[src/logic/crc_lock_defs.vh]
`ifndef CRC_LOCK_DEFS_VH
`define CRC_LOCK_DEFS_VH
// Register addresses
`define A_CUR 5'h00
`define A_V1 5'h01
`define A_V2 5'h02
`define A_RSV3 5'h03
`define A_SCRC 5'h04
`define A_CCRC 5'h05
`define A_CONFIG 5'h08
`define A_STAT0 5'h09
`define A_LOCK 5'h0A
`define A_EMI 5'h0E
`define A_STAT1 5'h0F
`define A_INT0 5'h10
`define A_INT1 5'h11
`define A_INT2 5'h12
`define A_INT3 5'h13
`define A_TOFS 5'h18
// Configuration fields
`define CFG_RATE_HI 5
`define CFG_RATE_LO 4
`define CFG_TEMP 3
`define CONFIG_RST 8'h00
`define EMI_RST 8'hFF
`define INT_RST 8'h00
// Status fields
`define S0_RESET_ON 0
`define S0_CRC_STAT 1
`define S0_PROT 2
`define S1_MISSED 3
`define S1_BIT7 7
// Lock codes
`define KEY_LOCK 8'hCA
`define KEY_UNLOCK 8'h9C
// Checksum
`define CRC_SEED 16'hFFFF
`define CRC_POLY 16'h1021
`define SMP_BITS 7'd72
`define CFG_BITS 7'd64
// Output cycle base divider (512 clocks at rate 00)
`define BASE_DIV 13'd512
// Timing
`define MCLK_PERIOD_NS 8
`define TEMP_SETTLE_MS 5
`define NS_PER_MS 1000000
`endif

[src/logic/crc_lock_status_logic.v]
`timescale 1ns/100ps
// Summary of operation
// - Sample checksum recomputed every output cycle
// - Bytes lowest first, bits MSB first
// - 72 bits: current, voltage one, voltage two
// - Seed all ones, polynomial taps 0,5,12
// - Feedback input xor top bit, shift
// - Sample checksum readable by register read
// - Config bit 3 selects temperature input
// - Single-voltage variant always measures temperature
// - Temperature valid 5 ms after select
// - Read-only signed sensor offset register
// - Locked: config writes refused, reads free
// - 0xCA locks, 0x9C unlocks
// - Internal registers unwritable, keep defaults
// - Config checksum over 64-bit state array
// - Same algorithm, 64 steps, stored
// - Config checksum change sets status bit
// - Lock sets status bit, reasserted each output cycle while locked
// - Reset-on bit clears after reset ends
// - Unread samples set missed flag, read clears
// - Both status registers readable
// - Status two low bits give version
// - Rate field divides clock 512 to 4096
`include "crc_lock_defs.vh"
module crc_lock_status_logic #(
  parameter HAS_V2 = 1,
  parameter [7:0] SENSOR_OFFSET = 8'h00,
  // Arbitrary value
  parameter [2:0] VERSION = 3'h1,
  parameter SETTLE_CYC =
    `TEMP_SETTLE_MS * (`NS_PER_MS / `MCLK_PERIOD_NS)
) (
  input wire mclk,
  input wire reset_n,
  input wire [4:0] reg_addr,
  input wire reg_wr,
  input wire [7:0] reg_wdata,
  input wire reg_rd,
  input wire [23:0] current_in,
  input wire [23:0] voltage_one_in,
  input wire [23:0] voltage_two_in,
  input wire [23:0] temp_sensor_in,
  output reg [23:0] reg_rdata_q,
  output reg temp_select_q,
  output reg temp_settled_q,
  output reg output_cycle_q,
  output reg write_locked_q
);

  reg [12:0] div_q;
  reg [7:0] config_q;
  reg [7:0] emission_control_q;
  reg [23:0] current_sample_q;
  reg [23:0] voltage_one_sample_q;
  reg [23:0] voltage_two_sample_q;
  reg [15:0] sample_checksum_q;
  reg [15:0] settings_checksum_q;
  reg [15:0] scrc_q;
  reg [15:0] ccrc_q;
  reg [71:0] sstream_q;
  reg [63:0] cstream_q;
  reg [6:0] step_q;
  reg busy_q;
  reg ccrc_valid_q;
  reg reset_on_q;
  reg crc_stat_q;
  reg prot_flag_q;
  reg missed_q;
  reg [2:0] seen_q;
  reg [19:0] settle_q;

  wire [1:0] output_rate_sel = config_q[`CFG_RATE_HI:`CFG_RATE_LO];
  wire [12:0] period = `BASE_DIV << output_rate_sel;
  wire tick = (div_q == period - 13'd1);
  wire wr_ok = reg_wr && !write_locked_q;
  wire rd_s0 = reg_rd && (reg_addr == `A_STAT0);
  wire rd_s1 = reg_rd && (reg_addr == `A_STAT1);
  wire [7:0] status_first = {5'd0, prot_flag_q, crc_stat_q, reset_on_q};
  wire [7:0] status_second = {4'd0, missed_q, VERSION};
  wire temp_path = temp_select_q || (HAS_V2 == 0);
  wire [63:0] cfg_array = {write_locked_q, status_second[`S1_BIT7],
    6'd0, `INT_RST, `INT_RST, `INT_RST, `INT_RST,
    SENSOR_OFFSET, emission_control_q, config_q};

  // lowest byte first, MSB of each byte first
  wire [6:0] bit_idx = {step_q[6:3], ~step_q[2:0]};
  wire s_in = sstream_q[bit_idx];
  wire c_in = cstream_q[bit_idx[5:0]];
  wire s_fb = s_in ^ scrc_q[15];
  wire c_fb = c_in ^ ccrc_q[15];
  wire [15:0] crc_poly = `CRC_POLY;
  wire [15:0] scrc_d;
  wire [15:0] ccrc_d;
  genvar gi;
  generate
    for (gi = 0; gi < 16; gi = gi + 1) begin : g_lfsr
      if (gi == 0) begin : g_low
        assign scrc_d[gi] = s_fb & crc_poly[gi];
        assign ccrc_d[gi] = c_fb & crc_poly[gi];
      end else begin : g_up
        assign scrc_d[gi] = scrc_q[gi - 1] ^ (s_fb & crc_poly[gi]);
        assign ccrc_d[gi] = ccrc_q[gi - 1] ^ (c_fb & crc_poly[gi]);
      end
    end
  endgenerate

  // Last step indices of the two serial runs
  localparam [6:0] SMP_LAST = `SMP_BITS - 7'd1;
  localparam [6:0] CFG_LAST = `CFG_BITS - 7'd1;

  // Unmapped and write-only addresses read zero
  reg [23:0] rdata_d;
  always @* begin
    case (reg_addr)
      `A_CUR: rdata_d = current_sample_q;
      `A_V1: rdata_d = voltage_one_sample_q;
      `A_V2: rdata_d = voltage_two_sample_q;
      `A_SCRC: rdata_d = {8'd0, sample_checksum_q};
      `A_CCRC: rdata_d = {8'd0, settings_checksum_q};
      `A_CONFIG: rdata_d = {16'd0, config_q};
      `A_STAT0: rdata_d = {16'd0, status_first};
      `A_EMI: rdata_d = {16'd0, emission_control_q};
      `A_STAT1: rdata_d = {16'd0, status_second};
      `A_TOFS: rdata_d = {16'd0, SENSOR_OFFSET};
      default: rdata_d = 24'd0;
    endcase
  end

  always @(posedge mclk) begin
    if (!reset_n)
      reg_rdata_q <= 24'd0;
    else if (reg_rd)
      reg_rdata_q <= rdata_d;
  end

  always @(posedge mclk) begin
    if (!reset_n)
      div_q <= 13'd0;
    else
      div_q <= tick ? 13'd0 : div_q + 13'd1;
  end

  // Registered so the pulse leaves from a flip-flop
  always @(posedge mclk) begin
    if (!reset_n)
      output_cycle_q <= 1'b0;
    else
      output_cycle_q <= tick;
  end

  // writes refused while locked; internal never
  always @(posedge mclk) begin
    if (!reset_n)
      config_q <= `CONFIG_RST;
    else if (wr_ok && reg_addr == `A_CONFIG)
      config_q <= reg_wdata;
  end

  // Emission control shares the same lock
  always @(posedge mclk) begin
    if (!reset_n)
      emission_control_q <= `EMI_RST;
    else if (wr_ok && reg_addr == `A_EMI)
      emission_control_q <= reg_wdata;
  end

  // lock keys; lock register always open
  always @(posedge mclk) begin
    if (!reset_n)
      write_locked_q <= 1'b0;
    else if (reg_wr && reg_addr == `A_LOCK) begin
      if (reg_wdata == `KEY_LOCK)
        write_locked_q <= 1'b1;
      else if (reg_wdata == `KEY_UNLOCK)
        write_locked_q <= 1'b0;
    end
  end

  always @(posedge mclk) begin
    if (!reset_n)
      temp_select_q <= 1'b0;
    else
      temp_select_q <= config_q[`CFG_TEMP];
  end

  // settle counter restarts each time the temperature path turns on
  always @(posedge mclk) begin
    if (!reset_n) begin
      settle_q <= 20'd0;
      temp_settled_q <= 1'b0;
    end else if (!temp_path) begin
      settle_q <= 20'd0;
      temp_settled_q <= 1'b0;
    end else if (settle_q != SETTLE_CYC[19:0]) begin
      settle_q <= settle_q + 20'd1;
      temp_settled_q <= 1'b0;
    end else begin
      temp_settled_q <= 1'b1;
    end
  end

  // result always lands in voltage two slot
  always @(posedge mclk) begin
    if (!reset_n) begin
      current_sample_q <= 24'd0;
      voltage_one_sample_q <= 24'd0;
      voltage_two_sample_q <= 24'd0;
    end else if (tick) begin
      current_sample_q <= current_in;
      voltage_one_sample_q <= voltage_one_in;
      voltage_two_sample_q <= temp_path ? temp_sensor_in
                                        : voltage_two_in;
    end
  end

  // start both checksums each output cycle
  always @(posedge mclk) begin
    if (!reset_n) begin
      busy_q <= 1'b0;
      step_q <= 7'd0;
      sstream_q <= 72'd0;
      cstream_q <= 64'd0;
    end else if (tick) begin
      busy_q <= 1'b1;
      step_q <= 7'd0;
      sstream_q <= {temp_path ? temp_sensor_in : voltage_two_in,
                    voltage_one_in, current_in};
      cstream_q <= cfg_array;
    end else if (busy_q) begin
      step_q <= step_q + 7'd1;
      if (step_q == SMP_LAST)
        busy_q <= 1'b0;
    end
  end

  // sample checksum, final state after 72 steps
  always @(posedge mclk) begin
    if (!reset_n) begin
      scrc_q <= `CRC_SEED;
      sample_checksum_q <= `CRC_SEED;
    end else if (tick) begin
      scrc_q <= `CRC_SEED;
    end else if (busy_q) begin
      scrc_q <= scrc_d;
      if (step_q == SMP_LAST)
        sample_checksum_q <= scrc_d;
    end
  end

  // settings checksum stops at 64 steps
  always @(posedge mclk) begin
    if (!reset_n) begin
      ccrc_q <= `CRC_SEED;
      settings_checksum_q <= `CRC_SEED;
      ccrc_valid_q <= 1'b0;
    end else if (tick) begin
      ccrc_q <= `CRC_SEED;
    end else if (busy_q && step_q < `CFG_BITS) begin
      ccrc_q <= ccrc_d;
      if (step_q == CFG_LAST) begin
        settings_checksum_q <= ccrc_d;
        ccrc_valid_q <= 1'b1;
      end
    end
  end

  // reset-on drops once reset ends
  // One low edge is enough to re-arm it
  always @(posedge mclk) begin
    if (!reset_n)
      reset_on_q <= 1'b1;
    else
      reset_on_q <= 1'b0;
  end

  // change flag; set beats the read clear
  wire crc_changed = busy_q && !tick && step_q == CFG_LAST &&
    ccrc_valid_q && ccrc_d != settings_checksum_q;
  always @(posedge mclk) begin
    if (!reset_n)
      crc_stat_q <= 1'b0;
    else if (crc_changed)
      crc_stat_q <= 1'b1;
    else if (rd_s0)
      crc_stat_q <= 1'b0;
  end

  // protection flag re-armed each output cycle while locked
  wire lock_set = reg_wr && reg_addr == `A_LOCK &&
    reg_wdata == `KEY_LOCK;
  always @(posedge mclk) begin
    if (!reset_n)
      prot_flag_q <= 1'b0;
    else if (lock_set || (tick && write_locked_q))
      prot_flag_q <= 1'b1;
    // Unlock drops the flag one clock after the lock bit clears
    else if (rd_s0 || !write_locked_q)
      prot_flag_q <= 1'b0;
  end

  // all three samples must be read per cycle
  // Starts full so the first tick raises nothing
  wire [2:0] rd_mask;
  genvar ch;
  generate
    for (ch = 0; ch < 3; ch = ch + 1) begin : g_seen
      assign rd_mask[ch] = reg_rd && (reg_addr == ch);
      always @(posedge mclk) begin
        if (!reset_n)
          seen_q[ch] <= 1'b1;
        else if (tick)
          seen_q[ch] <= 1'b0;
        else if (rd_mask[ch])
          seen_q[ch] <= 1'b1;
      end
    end
  endgenerate

  // A read in the tick cycle still sees the old sample
  always @(posedge mclk) begin
    if (!reset_n)
      missed_q <= 1'b0;
    else if (tick && (seen_q | rd_mask) != 3'b111)
      missed_q <= 1'b1;
    else if (rd_s1)
      missed_q <= 1'b0;
  end

endmodule

[config.mk]
export PLATFORM = sky130hd
export DESIGN_NAME = crc_lock_status_logic
export DESIGN_NICKNAME = d
export VERILOG_FILES = /design/src/logic/crc_lock_status_logic.v
export VERILOG_INCLUDE_DIRS = /design/src /design/src/logic
export SDC_FILE = /design/constraint.sdc
export NUM_CORES = 1
export LEC_CHECK = 0
export BUFFER_PORTS_ARGS = -buffer_cell sky130_fd_sc_hd__buf_4
export CELL_PAD_IN_SITES_DETAIL_PLACEMENT = 1
export CELL_PAD_IN_SITES_GLOBAL_PLACEMENT = 1
export CORE_UTILIZATION = 47
export DETAILED_ROUTE_END_ITERATION = 10
export GPL_ROUTABILITY_DRIVEN = 0
export MAX_ROUTING_LAYER = met4
export PLACE_DENSITY_LB_ADDON = 0.1
export SLEW_MARGIN = 20
export SYNTH_ARGS = -nofsm -noshare
export SYNTH_HDL_FRONTEND = slang
export SYNTH_SLANG_ARGS = --single-unit
[constraint.sdc]
create_clock -name mclk -period 4.27 [get_ports mclk]
set_input_delay 0.427 -clock mclk [delete_from_list [all_inputs] [get_ports mclk]]
set_output_delay 0.427 -clock mclk [all_outputs]
set_load 0.01 [all_outputs]
# Word-level counts from Yosys, hierarchy flattened
# Cells that the tools add are included.
# word_totals
register_bits	318
latch_bits	0
ramBits	0
rom_bits	0
inputBits	113
out_inout_bits	28
wordCells	122
mem_count	0
# op_classes
n_addsub	4
mul	0
n_div	0
order_cmp	3
eq_ne	17
shifts	1
muxes	25
n_bitwise	10
n_reduce_logical	34
# op_table
cell	count
24-bit case mux with 9 select lines	1
5-bit by 4-bit == test with 1-bit output, second input constant	5
24-bit two-way mux	1
1-bit two-way mux	21
20-bit by 1-bit adder with 20-bit output, second input constant	1
20-bit != test, second input constant	1
1-bit logical AND	17
8-bit == test, second input constant	2
16-bit != test	1
2-bit nonzero test	7
13-bit by 1-bit adder with 13-bit output, second input constant	1
13-bit == test	1
10-bit by 2-bit << shifter with 13-bit output, first input constant	1
13-bit by 1-bit subtractor with 13-bit output, second input constant	1
5-bit by 3-bit == test with 1-bit output, second input constant	2
7-bit by 8-bit less-than comparator with 1-bit output, second input constant	1
7-bit by 1-bit adder with 7-bit output, second input constant	1
1-bit binary-select mux with 7-bit select	1
7-bit by 6-bit == test with 1-bit output, second input constant	1
7-bit == test, second input constant	1
6-bit by 7-bit less-than comparator with 1-bit output, second input constant	1
7-bit less-than comparator, second input constant	1
1-bit binary-select mux with 6-bit select	1
3-bit AND reduction	2
other kinds (12)	21

# Longest topological paths before layout
# logic_depth
ltp_word	9
mapped_depth	10

# Least setup slack after synthesis
# No wires, ideal clock.
# synth_timing
path_type	register -> register
from	register step_q[1]
to	register scrc_q[0]
setup_ps	140
arrival_time_ps	2308
t_required_ps	4130
path_slack_ps	1822
path_stages_with_launch	11
n_path_buf	3
synth_period_minus_slack_ps	2448
path_cell_list	dfxtp_1 > buf_2 > buf_2 > buf_2 > mux4_2 > nand3_1 > a31oi_1 > a31oi_1 > nand3_1 > xnor2_1 > o211ai_1
# synth_via
elab_chain_cells	4
# synth_lines
element	line	text
from (decl)	crc_lock_status_logic.v:63	reg [6:0] step_q;
from (signal assigned)	crc_lock_status_logic.v:231	step_q <= step_q + 7'd1;
3-bit NOT	crc_lock_status_logic.v:87	wire [6:0] bit_idx = {step_q[6:3], ~step_q[2:0]};
1-bit binary-select mux with 7-bit select	crc_lock_status_logic.v:88	wire s_in = sstream_q[bit_idx];
1-bit two-way mux (not written as such)	crc_lock_status_logic.v:88	
1-bit bitwise XOR	crc_lock_status_logic.v:90	wire s_fb = s_in ^ scrc_q[15];
to (signal assigned)	crc_lock_status_logic.v:240	scrc_q <= `CRC_SEED;
to (signal assigned)	crc_lock_status_logic.v:243	scrc_q <= `CRC_SEED;
to (signal assigned)	crc_lock_status_logic.v:245	scrc_q <= scrc_d;
to (decl)	crc_lock_status_logic.v:59	reg [15:0] scrc_q;
# No other way between the ends. The select of a mux whose other input is x is not followed.
# A chain may end at the register's enable or synchronous reset.

# Worst setup path in the final report
# layout_timing
from	register step_q[0]
to	register sample_checksum_q[0]
# layout_via
elab_chain_cells	4
word_cells_on_any_way	6
classes_between	1 x eq/ne; 2 x mux; 2 x bitwise; 1 x reduce/logical
# layout_lines
element	line	text
3-bit NOT	crc_lock_status_logic.v:87	
1-bit binary-select mux with 7-bit select	crc_lock_status_logic.v:88	
1-bit two-way mux (not written as such)	crc_lock_status_logic.v:88	
1-bit bitwise XOR	crc_lock_status_logic.v:90	
to (signal assigned)	crc_lock_status_logic.v:241	sample_checksum_q <= `CRC_SEED;
to (signal assigned)	crc_lock_status_logic.v:247	sample_checksum_q <= scrc_d;
to (decl)	crc_lock_status_logic.v:57	reg [15:0] sample_checksum_q;
# Several ways; a longest one is shown, not always the timed one. The select of a mux whose other input is x is not followed.

==> impl_metrics.ini <==
[clock_network]
cts-resized-gates = 0
clkLatencyLatePin_ns = 0.54
post_cts_buffers = 0
cts-htree-levels = 1
holdBufCountCts = 0
clk_path_buf_depth = 3
path_clk_slew_ns = 0.06
cts_tree = done
cts_sinks = 246
numCtsBuffers = 27
root_buffer = clkbuf_16

[synthesis]
ys_ff_latch = 246
synth_top_cell_area_share = 0.456
yosysSeqAreaShare = 0.456
syn_inst = 1274
synth_common_cells = nand2_1 (283), dfxtp_1 (246), nor2_1 (131)
yosysWarnings = 0
synth_edf_count = 0
synth.top_cells.by_area = dfxtp_1 (46%), nand2_1 (9.8%), a21oi_1 (5.0%), mux2i_1 (4.7%), nor2_1 (4.6%)
synthFlopType = dfxtp_1
synth_area_leader_cell = dfxtp_1
async_reset_ff_frac = 0
syn_area_per_cell_um2 = 8.48
syn-cell-area_um2 = 10800
synth_cell_types = 55
synth_nets = 1391
yosysMostFrequentCell = nand2_1

[finish]
layoutNonFillerInstCount = 1680
nNetsFinal = 1493
syn_to_final_growth_pct = 20.7
diodes = 0
drive_above_1_share = 0.169

[floorplanning]
start_util = 0.479
core_um2 = 22600
fp.dieArea_um2 = 23600
rows = 55
die_y_um = 154
io_pins = 141
die_x_um = 154

[sta]
whs_ns = 0.0979
setup_viol = 0
final_hold_viol_count = 0
rsz0062_at_grt = false
max_freq_mhz = 326
worstMarginPinSlew_ns = 1.13
worst_slack_ns = 1.20
period_needed_ns = 3.07
max-slew-margin-rel = 0.246
clock_skew_ns = 0.00923
slew_violations = 0
tns_ns = 0
fin_crit_sh = 0.719

[routing]
drc = 0
wl_met3_um = 2180
wl_per_cell_um = 21.2
drtIter0Drc = 778
ant_nets = 0
highest_layer = met4
wl_met1_um = 15000
vias = 9996
routed_wl_um = 35600
vias_per_cell = 5.95
met2_length_um = 17200
firstDrtPassIters = 7

[setup_path]
worst_ep_arrival_time_ns = 3.47
required_ns = 4.67
path_max_fanout = 20
crit_path_end_kind = flip-flop
crit_type = flip-flop to flip-flop
start_kind = flip-flop

[placed_design]
dp_cells = 1632
dp_slack_ns = 1.22
hpwl_um = 24700
port-buffer-count = 140

[global_route]
grt-ovfl-total = 0
grt_antenna_before_repair = 0
grt_max_degree = 97
track_usage = 0.309
grt_pass1_vias = 10173
grt_pass1_wl_um = 55900

[pwr]
p_leak_nw = 4.90
max-vdd-ir-drop_mv = 0.330
power.density_nw_per_um2 = 388

[hold_path]
hp-class = primary input to flip-flop

[outcome]
status = finished clean

[run]
maxCapViolations = 0
## placed cells by master, fill, tap and decap left out, types with 13 or more instances in the layout
master       n
nor3_1      14
and3_1      13
buf_4      159
xnor2_1     20
clkbuf_16   27
a22oi_1     22
a21oi_1    109
nor2_1     129
mux2i_1     51
a211oi_1    31
a222oi_1    20
nand2_1    283
o21ai_0     14
xor2_1      31
dfxtp_1    246
nand3_1     67
mux4_2      17
## final cells by class
type	count	area (µm²)
fillers	2655	9540
multi-input cells	929	5520
flip-flops and latches	246	4920
repair buffers	160	1210
clock buffers	36	759
well taps	285	357
clock inverters	12	216
inverters	12	47.5
## path summary, 6_finish.rpt
| kind | end | slack [ns] | depth (start not counted) | startpoint |
|---|---|---|---|---|
| setup reg to reg | sample_checksum_q[0]$_SDFFE_PN1P_ | 1.20 | 8 | step_q[0]$_SDFFE_PP0P_ |
| hold / removal | write_locked_q$_SDFFE_PN0P_ | 0.1 | 2 | reg_wdata[4] |
| setup / recovery | sample_checksum_q[0]$_SDFFE_PN1P_ | 1.20 | 8 | step_q[0]$_SDFFE_PP0P_ |
| hold reg to reg | div_q[0]$_SDFF_PP0_ | 0.46 | 1 | div_q[0]$_SDFF_PP0_ |
## flip-flops by register name, indices dropped and copies added (netlist names), 13 cells and up
register,count
voltage_two_sample_q,24
sample_checksum_q,16
cstream_q,17
scrc_q,16
settle_q,20
current_sample_q,23
reg_rdata_q,24
voltage_one_sample_q,23
div_q,13
ccrc_q,16
settings_checksum_q,16
## layer usage
metal	track usage	vias up
met3	0.0468	75
li1	-	4676
met1	0.383	4952
met2	0.513	293
met5	-	-
met4	0.106	0
## report_power, final
part           switching (mW)  internal (mW)  total [mW]
registers             0.00516           2.30        2.31
clock network           0.956           1.60        2.56
logic                   0.105         0.0909       0.196
## cells by family after synthesis
group           after synthesis  share of synthesized area
buf+inv                      99                     0.0365
xor+xnor                     52                     0.0428
fa+ha+maj                     4                    0.00463
mux                          74                     0.0959
flops                       246                      0.456
compound gates              234                      0.139
simple gates                565                      0.226
## through the flow
stage	cell area, µm²	total power [mW]	util
after floorplan	10800	2.43	-
after global placement	12100	2.55	0.534
after detailed placement	12100	2.55	0.534
after CTS	13000	5.09	0.577
after global routing	13000	5.18	0.578
final	13000	5.06	0.578
## worst max-delay path: stages (launching register included)
cell	delay, ns
dfxtp_1	0.56
buf_4	0.37
mux4_2	0.55
nor3b_1	0.22
nor4_1	0.08
o311ai_1	0.61
nand3_1	0.18
xnor2_1	0.25
o211ai_1	0.10
Note: power is estimated with default switching activity, not from simulation.
